### src/include/exc_pkg.sv
/*
  constants, types and helpers shared by the critical and machine check
  entry block and its line fill tracker helper module.
  assumes a 32-bit core, byte-addressed register map on an axi4-lite slave.
*/
`default_nettype none

package exc_pkg;

  // register map, byte offsets
  localparam logic [7:0] OFS_MST = 8'h00;
  localparam logic [7:0] OFS_CSPC = 8'h04;
  localparam logic [7:0] OFS_CSST = 8'h08;
  localparam logic [7:0] OFS_VPFX = 8'h0c;
  localparam logic [7:0] OFS_SYND = 8'h10;
  localparam logic [7:0] OFS_STAT = 8'h14;

  // machine state bit positions
  localparam int MST_SLEEP = 18;
  localparam int MST_CRIT = 17;
  localparam int MST_EXT = 15;
  localparam int MST_USER = 14;
  localparam int MST_MCE = 12;
  localparam int MST_WDOG = 10;
  localparam int MST_DBG = 9;
  localparam int MST_IXL = 5;
  localparam int MST_DXL = 4;

  // bits cleared on critical entry; machine check also clears the enable
  localparam logic [31:0] CRIT_CLR = (32'h1 << MST_SLEEP) | (32'h1 << MST_CRIT) |
    (32'h1 << MST_EXT) | (32'h1 << MST_USER) | (32'h1 << MST_WDOG) |
    (32'h1 << MST_DBG) | (32'h1 << MST_IXL) | (32'h1 << MST_DXL);
  localparam logic [31:0] MC_CLR = CRIT_CLR | (32'h1 << MST_MCE);

  // reset values and writable masks
  localparam logic [31:0] MST_RESET = 32'h0000_0000;
  localparam logic [31:0] VPFX_RESET = 32'h0000_0000;
  localparam logic [31:0] VPFX_MASK = 32'hffff_0000;
  localparam logic [31:0] SYND_MASK = 32'h0001_0371;
  localparam int SYND_FETCH_FAULT = 0;

  // vector offsets in the low half of the program counter
  localparam logic [15:0] CRIT_VEC_OFS = 16'h0100;
  localparam logic [15:0] MC_VEC_OFS = 16'h0200;
  localparam logic [15:0] WDOG_VEC_OFS = 16'h1020;

  // last entry cause, status bits 3:0
  localparam logic [3:0] CAUSE_IMC = 4'h1;
  localparam logic [3:0] CAUSE_DMC = 4'h2;
  localparam logic [3:0] CAUSE_CRIT = 4'h4;
  localparam logic [3:0] CAUSE_WDOG = 4'h8;

  localparam int FILL_WORDS = 8;

  localparam logic [1:0] RESP_OKAY = 2'h0;
  localparam logic [1:0] RESP_SLVERR = 2'h2;

  typedef enum logic [1:0] {
    WR_IDLE = 2'b01,
    WR_RESP = 2'b10
  } wr_state_t;

  typedef enum logic [1:0] {
    RD_IDLE = 2'b01,
    RD_DATA = 2'b10
  } rd_state_t;

  function automatic logic [31:0] vec_addr(input logic [31:0] pfx, input logic [15:0] ofs);
    vec_addr = {pfx[31:16], ofs};
  endfunction : vec_addr

  function automatic logic [31:0] merge(input logic [31:0] old, input logic [31:0] wd,
                                        input logic [3:0] strb);
    merge = old;
    for (int i = 0; i < 4; i++) begin
      if (strb[i]) begin
        merge[i*8 +: 8] = wd[i*8 +: 8];
      end
    end
  endfunction : merge

endpackage : exc_pkg

`default_nettype wire

### src/verilog/line_fill_tracker.sv
/*
  follows one instruction cache line fill word by word and decides at the
  end whether the line may be validated or must be invalidated.
  assumes fill_start precedes the words and one word arrives per pulse.
*/
`default_nettype none

module line_fill_tracker #(
  parameter int WORDS = exc_pkg::FILL_WORDS
) (
  // clock and reset
  input wire logic clk_in,
  input wire logic reset_in,
  // fill progress
  input wire logic fill_start_in,
  input wire logic fill_word_in,
  input wire logic fill_err_in,
  // line verdict, one-cycle pulses
  output logic line_validate_out,
  output logic line_invalidate_out
);

  localparam int CW = $clog2(WORDS + 1);
  localparam logic [CW-1:0] LAST = CW'(WORDS - 1);

  typedef struct packed {
    logic active;
    logic [CW-1:0] cnt;
    logic err;
    logic validate;
    logic invalidate;
  } fill_state_t;

  fill_state_t cur_ff;
  fill_state_t nxt_cur;

  always_comb begin
    nxt_cur = cur_ff;
    nxt_cur.validate = 1'b0;
    nxt_cur.invalidate = 1'b0;
    if (fill_start_in) begin
      nxt_cur.active = 1'b1;
      nxt_cur.cnt = '0;
      nxt_cur.err = 1'b0;
    end else if (cur_ff.active && fill_word_in) begin
      // a bad word poisons the whole line
      if (cur_ff.cnt == LAST) begin
        nxt_cur.active = 1'b0;
        nxt_cur.validate = !(cur_ff.err || fill_err_in);
        nxt_cur.invalidate = cur_ff.err || fill_err_in;
      end else begin
        nxt_cur.cnt = cur_ff.cnt + CW'(1);
        nxt_cur.err = cur_ff.err || fill_err_in;
      end
    end
  end

  always_ff @(posedge clk_in) begin
    if (reset_in) begin
      cur_ff <= '0;
    end else begin
      cur_ff <= nxt_cur;
    end
  end

  assign line_validate_out = cur_ff.validate;
  assign line_invalidate_out = cur_ff.invalidate;

endmodule : line_fill_tracker

`default_nettype wire

### src/verilog/entry_select.sv
/*
  decides which exception entry, if any, is taken this cycle.
  assumes the caller registers the outcome; purely combinational.
*/
`default_nettype none

module entry_select (
  // enables from machine state
  input wire logic mce_in,
  input wire logic crit_allow_in,
  // requests
  input wire logic fetch_fault_in,
  input wire logic data_err_in,
  input wire logic crit_irq_in,
  input wire logic wdog_in,
  input wire logic precise_pending_in,
  // one-hot decision
  output logic take_imc_out,
  output logic take_dmc_out,
  output logic take_crit_out,
  output logic take_wdog_out
);

  logic mc_any;
  logic async_ok;

  always_comb begin
    // flag alone never vectors; only a fresh fault while enabled
    take_imc_out = fetch_fault_in && mce_in;
    take_dmc_out = data_err_in && mce_in && !take_imc_out;
    mc_any = take_imc_out || take_dmc_out;
    // precise work outstanding holds the asynchronous classes back
    async_ok = crit_allow_in && !precise_pending_in && !mc_any;
    take_crit_out = crit_irq_in && async_ok;
    take_wdog_out = wdog_in && async_ok && !crit_irq_in;
  end

endmodule : entry_select

`default_nettype wire

### src/verilog/crit_mc_entry.sv
/*
  critical input and machine check entry for the core: save registers,
  machine state update, vectoring, syndrome flag, critical return, and an
  axi4-lite slave that exposes the registers to software.
  assumes core inputs are synchronous to clk_in and that the core applies
  pc_load_out on the cycle after the event it reported.
*/
// Local design decisions: register access over AXI4-Lite and the address map.
`default_nettype none

// Contract
// - critical input taken only while critical_allow set
// - critical_allow also gates watchdog, own vector
// - take critical immediately, save next pc; code holds it back while precise_pending_in is set
// - copy machine state into crit_save_state simultaneously
// - critical entry clears bits except machine_check_enable
// - critical vector is prefix high half, 0x0100
// - return restores pc and machine state
// - fetch fault raised only at attempted execution
// - data bus error raises data machine check
// - instruction machine check saves faulting address
// - data check saves next pc; state saved
// - machine check entry clears all listed bits
// - machine check vector is prefix, 0x0200
// - enabled fetch fault vectors and sets flag
// - only fetch bus error causes instruction check
// - errored eight-word fill line is invalidated
// - flag set even with checks disabled
// - re-enabling does not fire on old flag
// - taken fetch check writes syndrome to one
// - fetch_fault_flag is syndrome bit zero
module crit_mc_entry #(
  parameter int FILL_WORDS = exc_pkg::FILL_WORDS
) (
  // clock and reset
  input wire logic clk_in,
  input wire logic reset_in,
  // interrupt sources
  input wire logic crit_irq_in,
  input wire logic wdog_timeout_in,
  input wire logic precise_pending_in,
  // core pipeline
  input wire logic [31:0] next_pc_in,
  input wire logic exec_valid_in,
  input wire logic [31:0] exec_pc_in,
  input wire logic exec_fetch_err_in,
  input wire logic data_bus_err_in,
  input wire logic crit_return_in,
  // instruction cache line fill
  input wire logic fill_start_in,
  input wire logic fill_word_in,
  input wire logic fill_err_in,
  // redirect and state to the core
  output logic pc_load_out,
  output logic [31:0] pc_target_out,
  output logic [31:0] mst_out,
  output logic line_validate_out,
  output logic line_invalidate_out,
  // axi4-lite write
  input wire logic [7:0] axi_awaddr_in,
  input wire logic axi_awvalid_in,
  output logic axi_awready_out,
  input wire logic [31:0] axi_wdata_in,
  input wire logic [3:0] axi_wstrb_in,
  input wire logic axi_wvalid_in,
  output logic axi_wready_out,
  output logic [1:0] axi_bresp_out,
  output logic axi_bvalid_out,
  input wire logic axi_bready_in,
  // axi4-lite read
  input wire logic [7:0] axi_araddr_in,
  input wire logic axi_arvalid_in,
  output logic axi_arready_out,
  output logic [31:0] axi_rdata_out,
  output logic [1:0] axi_rresp_out,
  output logic axi_rvalid_out,
  input wire logic axi_rready_in
);

  typedef struct packed {
    logic [31:0] mst;
    logic [31:0] cspc;
    logic [31:0] csst;
    logic [31:0] vpfx;
    logic [31:0] synd;
    logic [3:0] cause;
    logic [7:0] inval_cnt;
    logic pc_load;
    logic [31:0] pc_target;
    exc_pkg::wr_state_t wr_state;
    logic aw_rdy;
    logic w_rdy;
    logic [7:0] awaddr;
    logic [31:0] wdata;
    logic [3:0] wstrb;
    logic bvalid;
    logic [1:0] bresp;
    exc_pkg::rd_state_t rd_state;
    logic ar_rdy;
    logic rvalid;
    logic [31:0] rdata;
    logic [1:0] rresp;
  } entry_state_t;

  entry_state_t cur_ff;
  entry_state_t nxt_cur;

  logic take_imc;
  logic take_dmc;
  logic take_crit;
  logic take_wdog;
  logic fetch_fault;
  logic inval_pulse;

  // only a bus-error tag on an instruction reaching execution counts;
  // speculative fetches that are never executed stay silent
  assign fetch_fault = exec_valid_in && exec_fetch_err_in;

  entry_select u_select (
    .mce_in(cur_ff.mst[exc_pkg::MST_MCE]),
    .crit_allow_in(cur_ff.mst[exc_pkg::MST_CRIT]),
    .fetch_fault_in(fetch_fault),
    .data_err_in(data_bus_err_in),
    .crit_irq_in(crit_irq_in),
    .wdog_in(wdog_timeout_in),
    .precise_pending_in(precise_pending_in),
    .take_imc_out(take_imc),
    .take_dmc_out(take_dmc),
    .take_crit_out(take_crit),
    .take_wdog_out(take_wdog)
  );

  line_fill_tracker #(
    .WORDS(FILL_WORDS)
  ) u_fill (
    .clk_in(clk_in),
    .reset_in(reset_in),
    .fill_start_in(fill_start_in),
    .fill_word_in(fill_word_in),
    .fill_err_in(fill_err_in),
    .line_validate_out(line_validate_out),
    .line_invalidate_out(inval_pulse)
  );

  assign line_invalidate_out = inval_pulse;

  function automatic logic [31:0] read_reg(input entry_state_t s, input logic [7:0] a);
    case (a)
      exc_pkg::OFS_MST: read_reg = s.mst;
      exc_pkg::OFS_CSPC: read_reg = s.cspc;
      exc_pkg::OFS_CSST: read_reg = s.csst;
      exc_pkg::OFS_VPFX: read_reg = s.vpfx;
      exc_pkg::OFS_SYND: read_reg = s.synd;
      exc_pkg::OFS_STAT: read_reg = {16'h0000, s.inval_cnt, 4'h0, s.cause};
      default: read_reg = 32'h0000_0000;
    endcase
  endfunction : read_reg

  function automatic logic mapped(input logic [7:0] a);
    mapped = (a == exc_pkg::OFS_MST) || (a == exc_pkg::OFS_CSPC) ||
             (a == exc_pkg::OFS_CSST) || (a == exc_pkg::OFS_VPFX) ||
             (a == exc_pkg::OFS_SYND) || (a == exc_pkg::OFS_STAT);
  endfunction : mapped

  always_comb begin
    nxt_cur = cur_ff;
    nxt_cur.pc_load = 1'b0;

    // write channel: address and data taken in either order
    if (axi_awvalid_in && cur_ff.aw_rdy) begin
      nxt_cur.awaddr = {axi_awaddr_in[7:2], 2'b00};
      nxt_cur.aw_rdy = 1'b0;
    end
    if (axi_wvalid_in && cur_ff.w_rdy) begin
      nxt_cur.wdata = axi_wdata_in;
      nxt_cur.wstrb = axi_wstrb_in;
      nxt_cur.w_rdy = 1'b0;
    end
    case (cur_ff.wr_state)
      exc_pkg::WR_IDLE: begin
        if (!cur_ff.aw_rdy && !cur_ff.w_rdy) begin
          nxt_cur.bvalid = 1'b1;
          nxt_cur.bresp = mapped(cur_ff.awaddr) ? exc_pkg::RESP_OKAY : exc_pkg::RESP_SLVERR;
          nxt_cur.wr_state = exc_pkg::WR_RESP;
          case (cur_ff.awaddr)
            exc_pkg::OFS_MST: begin
              // handler may reopen critical_allow once saves are done
              nxt_cur.mst = exc_pkg::merge(cur_ff.mst, cur_ff.wdata, cur_ff.wstrb);
            end
            exc_pkg::OFS_CSPC: begin
              nxt_cur.cspc = exc_pkg::merge(cur_ff.cspc, cur_ff.wdata, cur_ff.wstrb);
            end
            exc_pkg::OFS_CSST: begin
              nxt_cur.csst = exc_pkg::merge(cur_ff.csst, cur_ff.wdata, cur_ff.wstrb);
            end
            exc_pkg::OFS_VPFX: begin
              nxt_cur.vpfx = exc_pkg::merge(cur_ff.vpfx, cur_ff.wdata, cur_ff.wstrb) &
                             exc_pkg::VPFX_MASK;
            end
            exc_pkg::OFS_SYND: begin
              // software clearing the flag
              nxt_cur.synd = exc_pkg::merge(cur_ff.synd, cur_ff.wdata, cur_ff.wstrb) &
                             exc_pkg::SYND_MASK;
            end
            default: begin
              nxt_cur.bresp = nxt_cur.bresp;
            end
          endcase
        end
      end
      exc_pkg::WR_RESP: begin
        if (axi_bready_in) begin
          nxt_cur.bvalid = 1'b0;
          nxt_cur.aw_rdy = 1'b1;
          nxt_cur.w_rdy = 1'b1;
          nxt_cur.wr_state = exc_pkg::WR_IDLE;
        end
      end
      default: begin
        nxt_cur.wr_state = exc_pkg::WR_IDLE;
        nxt_cur.aw_rdy = 1'b1;
        nxt_cur.w_rdy = 1'b1;
        nxt_cur.bvalid = 1'b0;
      end
    endcase

    // read channel; data sampled from state before this cycle's updates
    case (cur_ff.rd_state)
      exc_pkg::RD_IDLE: begin
        if (axi_arvalid_in) begin
          nxt_cur.rdata = read_reg(cur_ff, {axi_araddr_in[7:2], 2'b00});
          nxt_cur.rresp = mapped({axi_araddr_in[7:2], 2'b00}) ? exc_pkg::RESP_OKAY :
                          exc_pkg::RESP_SLVERR;
          nxt_cur.rvalid = 1'b1;
          nxt_cur.ar_rdy = 1'b0;
          nxt_cur.rd_state = exc_pkg::RD_DATA;
        end
      end
      exc_pkg::RD_DATA: begin
        if (axi_rready_in) begin
          nxt_cur.rvalid = 1'b0;
          nxt_cur.ar_rdy = 1'b1;
          nxt_cur.rd_state = exc_pkg::RD_IDLE;
        end
      end
      default: begin
        nxt_cur.rd_state = exc_pkg::RD_IDLE;
        nxt_cur.ar_rdy = 1'b1;
        nxt_cur.rvalid = 1'b0;
      end
    endcase

    // hardware events come after the bus so that they win a same-cycle write
    if (fetch_fault) begin
      nxt_cur.synd[exc_pkg::SYND_FETCH_FAULT] = 1'b1;
    end

    if (inval_pulse) begin
      nxt_cur.inval_cnt = cur_ff.inval_cnt + 8'h01;
    end

    // all saves, state and redirect land in one registered update
    if (take_imc || take_dmc) begin
      nxt_cur.cspc = take_imc ? exec_pc_in : next_pc_in;
      nxt_cur.csst = cur_ff.mst;
      nxt_cur.mst = cur_ff.mst & ~exc_pkg::MC_CLR;
      nxt_cur.pc_target = exc_pkg::vec_addr(cur_ff.vpfx, exc_pkg::MC_VEC_OFS);
      nxt_cur.pc_load = 1'b1;
      nxt_cur.cause = take_imc ? exc_pkg::CAUSE_IMC : exc_pkg::CAUSE_DMC;
      if (take_imc) begin
        nxt_cur.synd = 32'h0000_0001;
      end
    end else if (take_crit || take_wdog) begin
      nxt_cur.cspc = next_pc_in;
      nxt_cur.csst = cur_ff.mst;
      nxt_cur.mst = cur_ff.mst & ~exc_pkg::CRIT_CLR;
      nxt_cur.pc_target = exc_pkg::vec_addr(cur_ff.vpfx,
        take_crit ? exc_pkg::CRIT_VEC_OFS : exc_pkg::WDOG_VEC_OFS);
      nxt_cur.pc_load = 1'b1;
      nxt_cur.cause = take_crit ? exc_pkg::CAUSE_CRIT : exc_pkg::CAUSE_WDOG;
    end else if (crit_return_in) begin
      // a return that collides with an entry is dropped; the core replays it
      nxt_cur.mst = cur_ff.csst;
      nxt_cur.pc_target = cur_ff.cspc;
      nxt_cur.pc_load = 1'b1;
    end
  end

  always_ff @(posedge clk_in) begin
    if (reset_in) begin
      cur_ff <= '{
        mst: exc_pkg::MST_RESET,
        cspc: 32'h0000_0000,
        csst: 32'h0000_0000,
        vpfx: exc_pkg::VPFX_RESET,
        synd: 32'h0000_0000,
        cause: 4'h0,
        inval_cnt: 8'h00,
        pc_load: 1'b0,
        pc_target: 32'h0000_0000,
        wr_state: exc_pkg::WR_IDLE,
        aw_rdy: 1'b1,
        w_rdy: 1'b1,
        awaddr: 8'h00,
        wdata: 32'h0000_0000,
        wstrb: 4'h0,
        bvalid: 1'b0,
        bresp: exc_pkg::RESP_OKAY,
        rd_state: exc_pkg::RD_IDLE,
        ar_rdy: 1'b1,
        rvalid: 1'b0,
        rdata: 32'h0000_0000,
        rresp: exc_pkg::RESP_OKAY
      };
    end else begin
      cur_ff <= nxt_cur;
    end
  end

  assign pc_load_out = cur_ff.pc_load;
  assign pc_target_out = cur_ff.pc_target;
  assign mst_out = cur_ff.mst;
  assign axi_awready_out = cur_ff.aw_rdy;
  assign axi_wready_out = cur_ff.w_rdy;
  assign axi_bvalid_out = cur_ff.bvalid;
  assign axi_bresp_out = cur_ff.bresp;
  assign axi_arready_out = cur_ff.ar_rdy;
  assign axi_rvalid_out = cur_ff.rvalid;
  assign axi_rdata_out = cur_ff.rdata;
  assign axi_rresp_out = cur_ff.rresp;

endmodule : crit_mc_entry

`default_nettype wire

### config.mk
export PLATFORM = sky130hd
export DESIGN_NAME = crit_mc_entry
export DESIGN_NICKNAME = d
export VERILOG_FILES = /design/src/include/exc_pkg.sv /design/src/verilog/line_fill_tracker.sv /design/src/verilog/entry_select.sv /design/src/verilog/crit_mc_entry.sv
export SDC_FILE = /design/constraint.sdc
export NUM_CORES = 1
export LEC_CHECK = 0
export BUFFER_PORTS_ARGS = -buffer_cell sky130_fd_sc_hd__clkbuf_2
export CAP_MARGIN = 20
export CORE_MARGIN = 4
export CORE_UTILIZATION = 25
export CTS_CLUSTER_SIZE = 10
export DETAILED_ROUTE_END_ITERATION = 12
export SLEW_MARGIN = 15
export SYNTH_ARGS = -nofsm -noshare
export SYNTH_HDL_FRONTEND = slang
export SYNTH_SLANG_ARGS = --single-unit
### constraint.sdc
create_clock -name clk_in -period 2.81 [get_ports clk_in]
set_input_delay 0.281 -clock clk_in [delete_from_list [all_inputs] [get_ports clk_in]]
set_output_delay 0.281 -clock clk_in [all_outputs]
set_load 0.02 [all_outputs]
==> reports/qor.yml, run 1 <==
powerDensity_nw_per_um2: 611
clock_insertion_delay_worst_skew_ps: 550
grt_setup_unrepaired: "false"
power.ir.vdd_worst_v: 0.000337
clock_tree.buffer_depth: 3
timing.final.max_slew_violations: 0
relSlewSlack_pct: 45.7
globalRouteOverflowTotal: 0
maxClockFrequency_ghz: 0.421
worst-endpoint-arrival_ps: 2810
outcome: "finished, final reports clean"
grt_overall_usage_pct: 17.1
postLayoutCoreUtil_pct: 30.1
synth_flop_cell: "dfxtp_1"
max-cap-violations: 0
drt-total-wl_mm: 52.5
average_footprint_of_a_synthesized_cell_um2: 9.00
design.final.nets: 1798
grt_antenna_before_repair: 2
worst-path-buf-inv: 1
cts_max_level: 2
leakagePower_nw: 6.46
num_rows: 85
yosys-top-cells-area: "dfxtp_1, buf_4, mux2i_1, nand2_1, a22oi_1"
grt_pass1_wl_mm: 77.8
synth_area_leader_cell: "dfxtp_1"
gp_congestion: 0.873
synth.lib_cells_used.distinct: 76
drtAntennaViolNets: 0
number_of_post_cts_setup_repair_buffers: 0
post-dp-hpwl_mm: 39.3
timing.critical_path.slowest_cell_delay_ps: 610
routedWlPerCell_um: 22.1
tritoncts: "built"
vias: 12405
setup-violations-final: 0
dr.pass1.iters: 6
worstPathCellList: "ha_1 -> nor3b_2 -> buf_4 -> a41o_1 -> a21oi_1 -> a311oi_1"
initial_core_util_pct: 25.4
crit_family: "compound AO/OA/AOI/OAI gates"
yosysSeqAreaShare_pct: 40.8
synthesis.instances: 1527
timing.critical_path.required_ps: 3240
setup_total_negative_slack_ps: 0
timing.critical_path.to_type: "register"
ys.warnings.count: 0
die_height_um: 242
critPathLaunchType: "register"
tritoncts.num_buffers: 35
synth-seq-cells: 280
worst_slew_pin_slew_ps: 810
first_iter_violations: 1287
hold_class: "input port to register"
syn_to_layout_area_delta_pct: 18.5
synthesis.area_um2: 13700
floorplan.core_area_um2: 54100
synth_top_area_share_pct: 40.8
cts_repair_resize_count: 0
finalWorstPathRequiredPeriod_ps: 2380
floorplan.io_pins: 241
clk_pin_slew_ps: 50
first_global_vias: 11813
crit_fanout: 20
finalHoldViolations: 0
dieArea_um2: 58800
root_buffer_selected_by_cts: "clkbuf_16"
post-route-period-util_pct: 84.6
critPathKind: "register to register"
post_route_cells_drive_above_1_share_pct: 23.3
drc_errors: 0
critical_path.slowest_cell: "a41o_1"
die-width_um: 242
post_drt_via_cell_ratio: 5.24
skew_ps: 22.0
mostFrequentLayoutCell: "dfxtp_1"
grt_max_degree: 85
layout.filler_cells: 5638
port-buffer-count: 234
async_s_r_ff_share_synth_pct: 0
final_cell_mix: "dfxtp_1, clkbuf_2, nand2_1"
clock-sinks: 280
synth_enable_flop_cells: 0
-- routing by layer --
metal	vias to the layer above	track usage, %	share of wire [%]
li1	5804	-	-
met1	5972	23.7	45
met2	535	25.7	43
met3	94	4.32	8.1
met4	0	6.16	3.8
met5	-	0	0
-- logic make-up after synthesis --
family	after synthesis	synth area share, %
other	1	0.0273
muxes	96	8.57
AOI/OAI and AO/OA	436	22.8
buffers and inverters	239	10.3
adders and majority gates	4	0.364
and+or+nand+nor	465	16.8
DFF	280	40.8
xor gates and xnor gates	6	0.383
-- sequential cells by signal (all words and copies together) (netlist names) --
| register | count |
|---|---|
| axi_awready_out | 1 |
| axi_bresp_out | 1 |
| axi_bvalid_out | 1 |
| axi_rdata_out | 32 |
| axi_rresp_out | 1 |
| axi_wready_out | 1 |
| cur_ff | 170 |
| mst_out | 32 |
| pc_load_out | 1 |
| pc_target_out | 32 |
| u_fill.cur_ff | 6 |
| u_fill.line_invalidate_out | 1 |
| u_fill.line_validate_out | 1 |
-- Yosys cell counts (10+ instances only) --
cell type    n
dfxtp_1    280
nand2_1    167
buf_4      107
a21oi_1    101
nor2_1     100
clkbuf_1    89
a22oi_1     71
nor3_1      68
mux2i_1     67
a311oi_1    53
o21ai_0     38
a211oi_1    35
and2_1      35
a22o_1      30
a21o_1      18
a31oi_1     17
a2bb2oi_1   16
mux4_2      16
a221oi_1    14
buf_2       14
nand3_1     14
o211ai_1    14
mux2_2      13
nand4b_1    11
buf_6       10
-- path summary, 6_finish.rpt --
| kind | startpoint | endpoint | slack, ps | depth (start not counted) |
|---|---|---|---|---|
| worst max-delay path | cur_ff[87]$_SDFFE_PP1P_ | mst_out[11]$_SDFFE_PP0P_ | 430 | 6 |
| worst min-delay path | axi_wdata_in[19] | cur_ff[64]$_SDFFE_PP0P_ | 9 | 3 |
| worst max register to register | cur_ff[87]$_SDFFE_PP1P_ | mst_out[11]$_SDFFE_PP0P_ | 430 | 6 |
| worst min register to register | cur_ff[152]$_SDFF_PP0_ | axi_rdata_out[18]$_SDFFE_PP0P_ | 440 | 2 |
-- worst min-delay path, delay by kind of cell --
family	cells	cell delay [ps]
AO/OA/AOI/OAI	1	50
buffers and inverters	1	100
AND/OR/NAND/NOR	1	60
-- area by class of cell --
| type | count | area [um2] | area share [%] |
|---|---|---|---|
| Antenna cell | 2 | 5.00 | 0.0308 |
| Clock buffer | 42 | 922 | 5.67 |
| Clock inverter | 5 | 97.6 | 0.600 |
| Inverter | 9 | 33.8 | 0.208 |
| Multi-Input combinational cell | 1009 | 6760 | 41.5 |
| Sequential cell | 280 | 5610 | 34.4 |
| Tap cell | 696 | 871 | 5.35 |
| Timing Repair Buffer | 326 | 1980 | 12.2 |
-- stage by stage --
stage | cells | area [um2] | worst slack (ps) | hold WS (ps) | total power [mW]
6_report | 2369 | 16300 | 433 | 8.72 | 9.93
5_1_grt | 2367 | 16300 | 289 | 18.7 | 10.3
4_1_cts | 2367 | 16300 | 453 | 0.206 | 10.0
3_5_place_dp | 2291 | 15000 | 445 | 440 | 5.78
3_3_place_gp | 2291 | 15000 | 504 | 433 | 5.76
2_1_floorplan | 1528 | 13700 | 802 | 358 | 5.29
-- power breakdown --
group          internal (mW)  switching [mW]  total (mW)
Sequential              4.15           0.215        4.36
Combinational          0.512           0.869        1.38
Clock                   2.48            1.71        4.19
-- what timing repair did --
action | in CTS | in global routing
hold buffers | 29 | 0
hold endpoints to repair | 30 | 0
endpoints found under the setup margin | 0 | 0
(Power assumes the default switching activity.)
==> run 2, diff against run 1 <==
==> constraint.sdc (replaced) <==
create_clock -name clk_in -period 2.15 [get_ports clk_in]
set_input_delay 0.215 -clock clk_in [delete_from_list [all_inputs] [get_ports clk_in]]
set_output_delay 0.215 -clock clk_in [all_outputs]
set_load 0.02 [all_outputs]
==> reports/qor.yml, run 2 (same netlist as run 1, synthesis figures left out) <==
outcome: "finished, final reports clean"
layout.filler_cells: 5607  # -0.55%
critPathLaunchType: "register"
largest_register_ff_count: 170  # unchanged
multi_input_area_um2: 6800  # +0.59%
worst_r2r_startpoint: "cur_ff[84]$_SDFFE_PP0P_"
root_buffer_selected_by_cts: "clkbuf_16"
drc_errors: 0  # unchanged
clock_insertion_delay_worst_skew_ps: 550  # about the same
powerDensity_nw_per_um2: 783  # +28%
max-cap-violations: 0  # unchanged
worst_slew_pin_slew_ps: 1230  # +418 ps
relSlewSlack_pct: 18.0  # -28 points
dieArea_um2: 58800  # unchanged
grt_setup_unrepaired: "false"
floorplan.io_pins: 241  # unchanged
drtAntennaViolNets: 0  # unchanged
grt_overall_usage_pct: 17.6  # +0.54 points
post_route_cells_drive_above_1_share_pct: 25.3  # +2.0 points
hold_class: "input port to register"
skew_ps: 30.8  # +8.75 ps
tritoncts.num_buffers: 36  # +2.9%
maxClockFrequency_ghz: 0.481  # +14%
seq_area_um2: 5610  # unchanged
worstHoldPathCells: 3  # unchanged
r2r_cells: 6  # unchanged
die_height_um: 242  # unchanged
mostFrequentLayoutCell: "dfxtp_1"
worst_hold_startpoint: "axi_wvalid_in"
vias: 12646  # +1.9%
post-dp-hpwl_mm: 39.8  # +1.3%
tritoncts: "built"
port-buffer-count: 234  # unchanged
power.ir.vdd_worst_v: 0.000439  # +30%
worst-endpoint-arrival_ps: 2520  # -290 ps
finalHoldViolations: 0  # unchanged
globalRouteOverflowTotal: 0  # unchanged
grt_pass1_wl_mm: 80.9  # +3.9%
clock_tree.buffer_depth: 3  # unchanged
first_iter_violations: 1025  # -20%
cts_max_level: 2  # unchanged
setup-violations-final: 0  # unchanged
clock-sinks: 280  # unchanged
timing.final.max_slew_violations: 0  # unchanged
clk_pin_slew_ps: 50  # about the same
finalWorstPathRequiredPeriod_ps: 2080  # -296 ps
grt_max_degree: 105  # +24%
gp_congestion: 0.874  # +0.18%
post_dp_cell_area_um2: 15300  # +2.4%
power_mw: 13.3  # +34%
design.final.nets: 1857  # +3.3%
first_global_vias: 12321  # +4.3%
critPathKind: "register to register"
timing.critical_path.to_type: "register"
largest_register: "cur_ff"
syn_to_layout_area_delta_pct: 23.8
num_rows: 85  # unchanged
setup.worst_path.start: "cur_ff[84]$_SDFFE_PP0P_"
final_cell_mix: "dfxtp_1, clkbuf_2, nand2_1"
design_area_um2: 17000  # +4.5%
routedWlPerCell_um: 22.2  # +0.43%
timing.critical_path.required_ps: 2590  # -650 ps
initial_core_util_pct: 25.4  # unchanged
floorplan.core_area_um2: 54100  # unchanged
leakagePower_nw: 6.80  # +5.2%
crit_fanout: 8  # -60%
post-route-period-util_pct: 96.8  # +12 points
die-width_um: 242  # unchanged
drt-total-wl_mm: 54.1  # +3.2%
dr.pass1.iters: 6  # unchanged
post_drt_via_cell_ratio: 5.20  # -0.78%
grt_antenna_before_repair: 5  # +3
-- run 2: changes by cell type in the layout (fill, tap and decap cells not counted), moves of 2 or more --
cell / previous run / this run
or2b_4: 0 / 3
clkbuf_16: 35 / 38
or2b_1: 3 / 0
clkbuf_1: 5 / 7
diode_2: 2 / 5
buf_4: 61 / 84
buf_6: 1 / 6
buf_12: 3 / 11
dlygate4sd3_1: 29 / 49
clkinvlp_4: 0 / 2
-- run 2: worst max-delay path, cell delays in order (launching register included) --
cell      delay (ps)
dfxtp_1          350
or4_1            600
buf_4            220
nor4_4           280
buf_4            220
nor3_1            60
a311oi_1         260
-- run 2: worst paths after layout --
| path | endpoint | slack (ps) |
|---|---|---|
| max | cur_ff[244]$_SDFFE_PP0P_ | 70 |
| min | axi_wready_out$_SDFF_PP1_ | 40 |
| max reg2reg | cur_ff[244]$_SDFFE_PP0P_ | 70 |
| min reg2reg | axi_rdata_out[25]$_SDFFE_PP0P_ | 450 |
-- run 2: final cells by class --
type,instances,share of cell area (%)
repair buffers,384,15.4
diodes,5,0.0736
clock buffers,45,5.62
clock inverters,6,0.596
multi-input cells,1009,40.0
flip-flops and latches,280,33.0
well taps,696,5.12
inverters,9,0.221
-- run 2: what timing repair did --
item	in CTS	in global routing
gates cloned	0	2
hold endpoints to repair	54	0
pin swaps	1	9
hold buffers	49	0
setup endpoints to repair	8	51
gates resized for setup	3	13
setup buffers	0	3
-- run 2: where the power goes --
| group | leakage [nW] | internal (mW) | switching, mW |
|---|---|---|---|
| Combinational | 4.01 | 0.813 | 1.19 |
| Sequential | 2.28 | 5.42 | 0.275 |
| Clock | 0.510 | 3.35 | 2.28 |
-- run 2: per-layer routing --
metal / track usage [%] / part of all wire [%]
met1: 24.2 / 46
met4: 5.38 / 2.7
met5: 0 / 0
met3: 3.44 / 6.5
met2: 28.0 / 45
-- run 2: stage by stage --
| stage | instances | utilization, % | setup WS, ps | hold WS [ps] | TNS (ps) |
|---|---|---|---|---|---|
| 3_5_place_dp | 2324 | 28.3 | -39.7 | 424 | -257 |
| 5_1_grt | 2433 | 31.4 | 0.258 | 69.0 | 0 |
| 6_report | 2434 | 31.4 | 69.1 | 40.0 | 0 |
| 4_1_cts | 2424 | 31.2 | 26.5 | 15.5 | 0 |
| 2_1_floorplan | 1528 | - | 142 | 292 | 0 |
| 3_3_place_gp | 2323 | 28.3 | -81.2 | 414 | -477 |
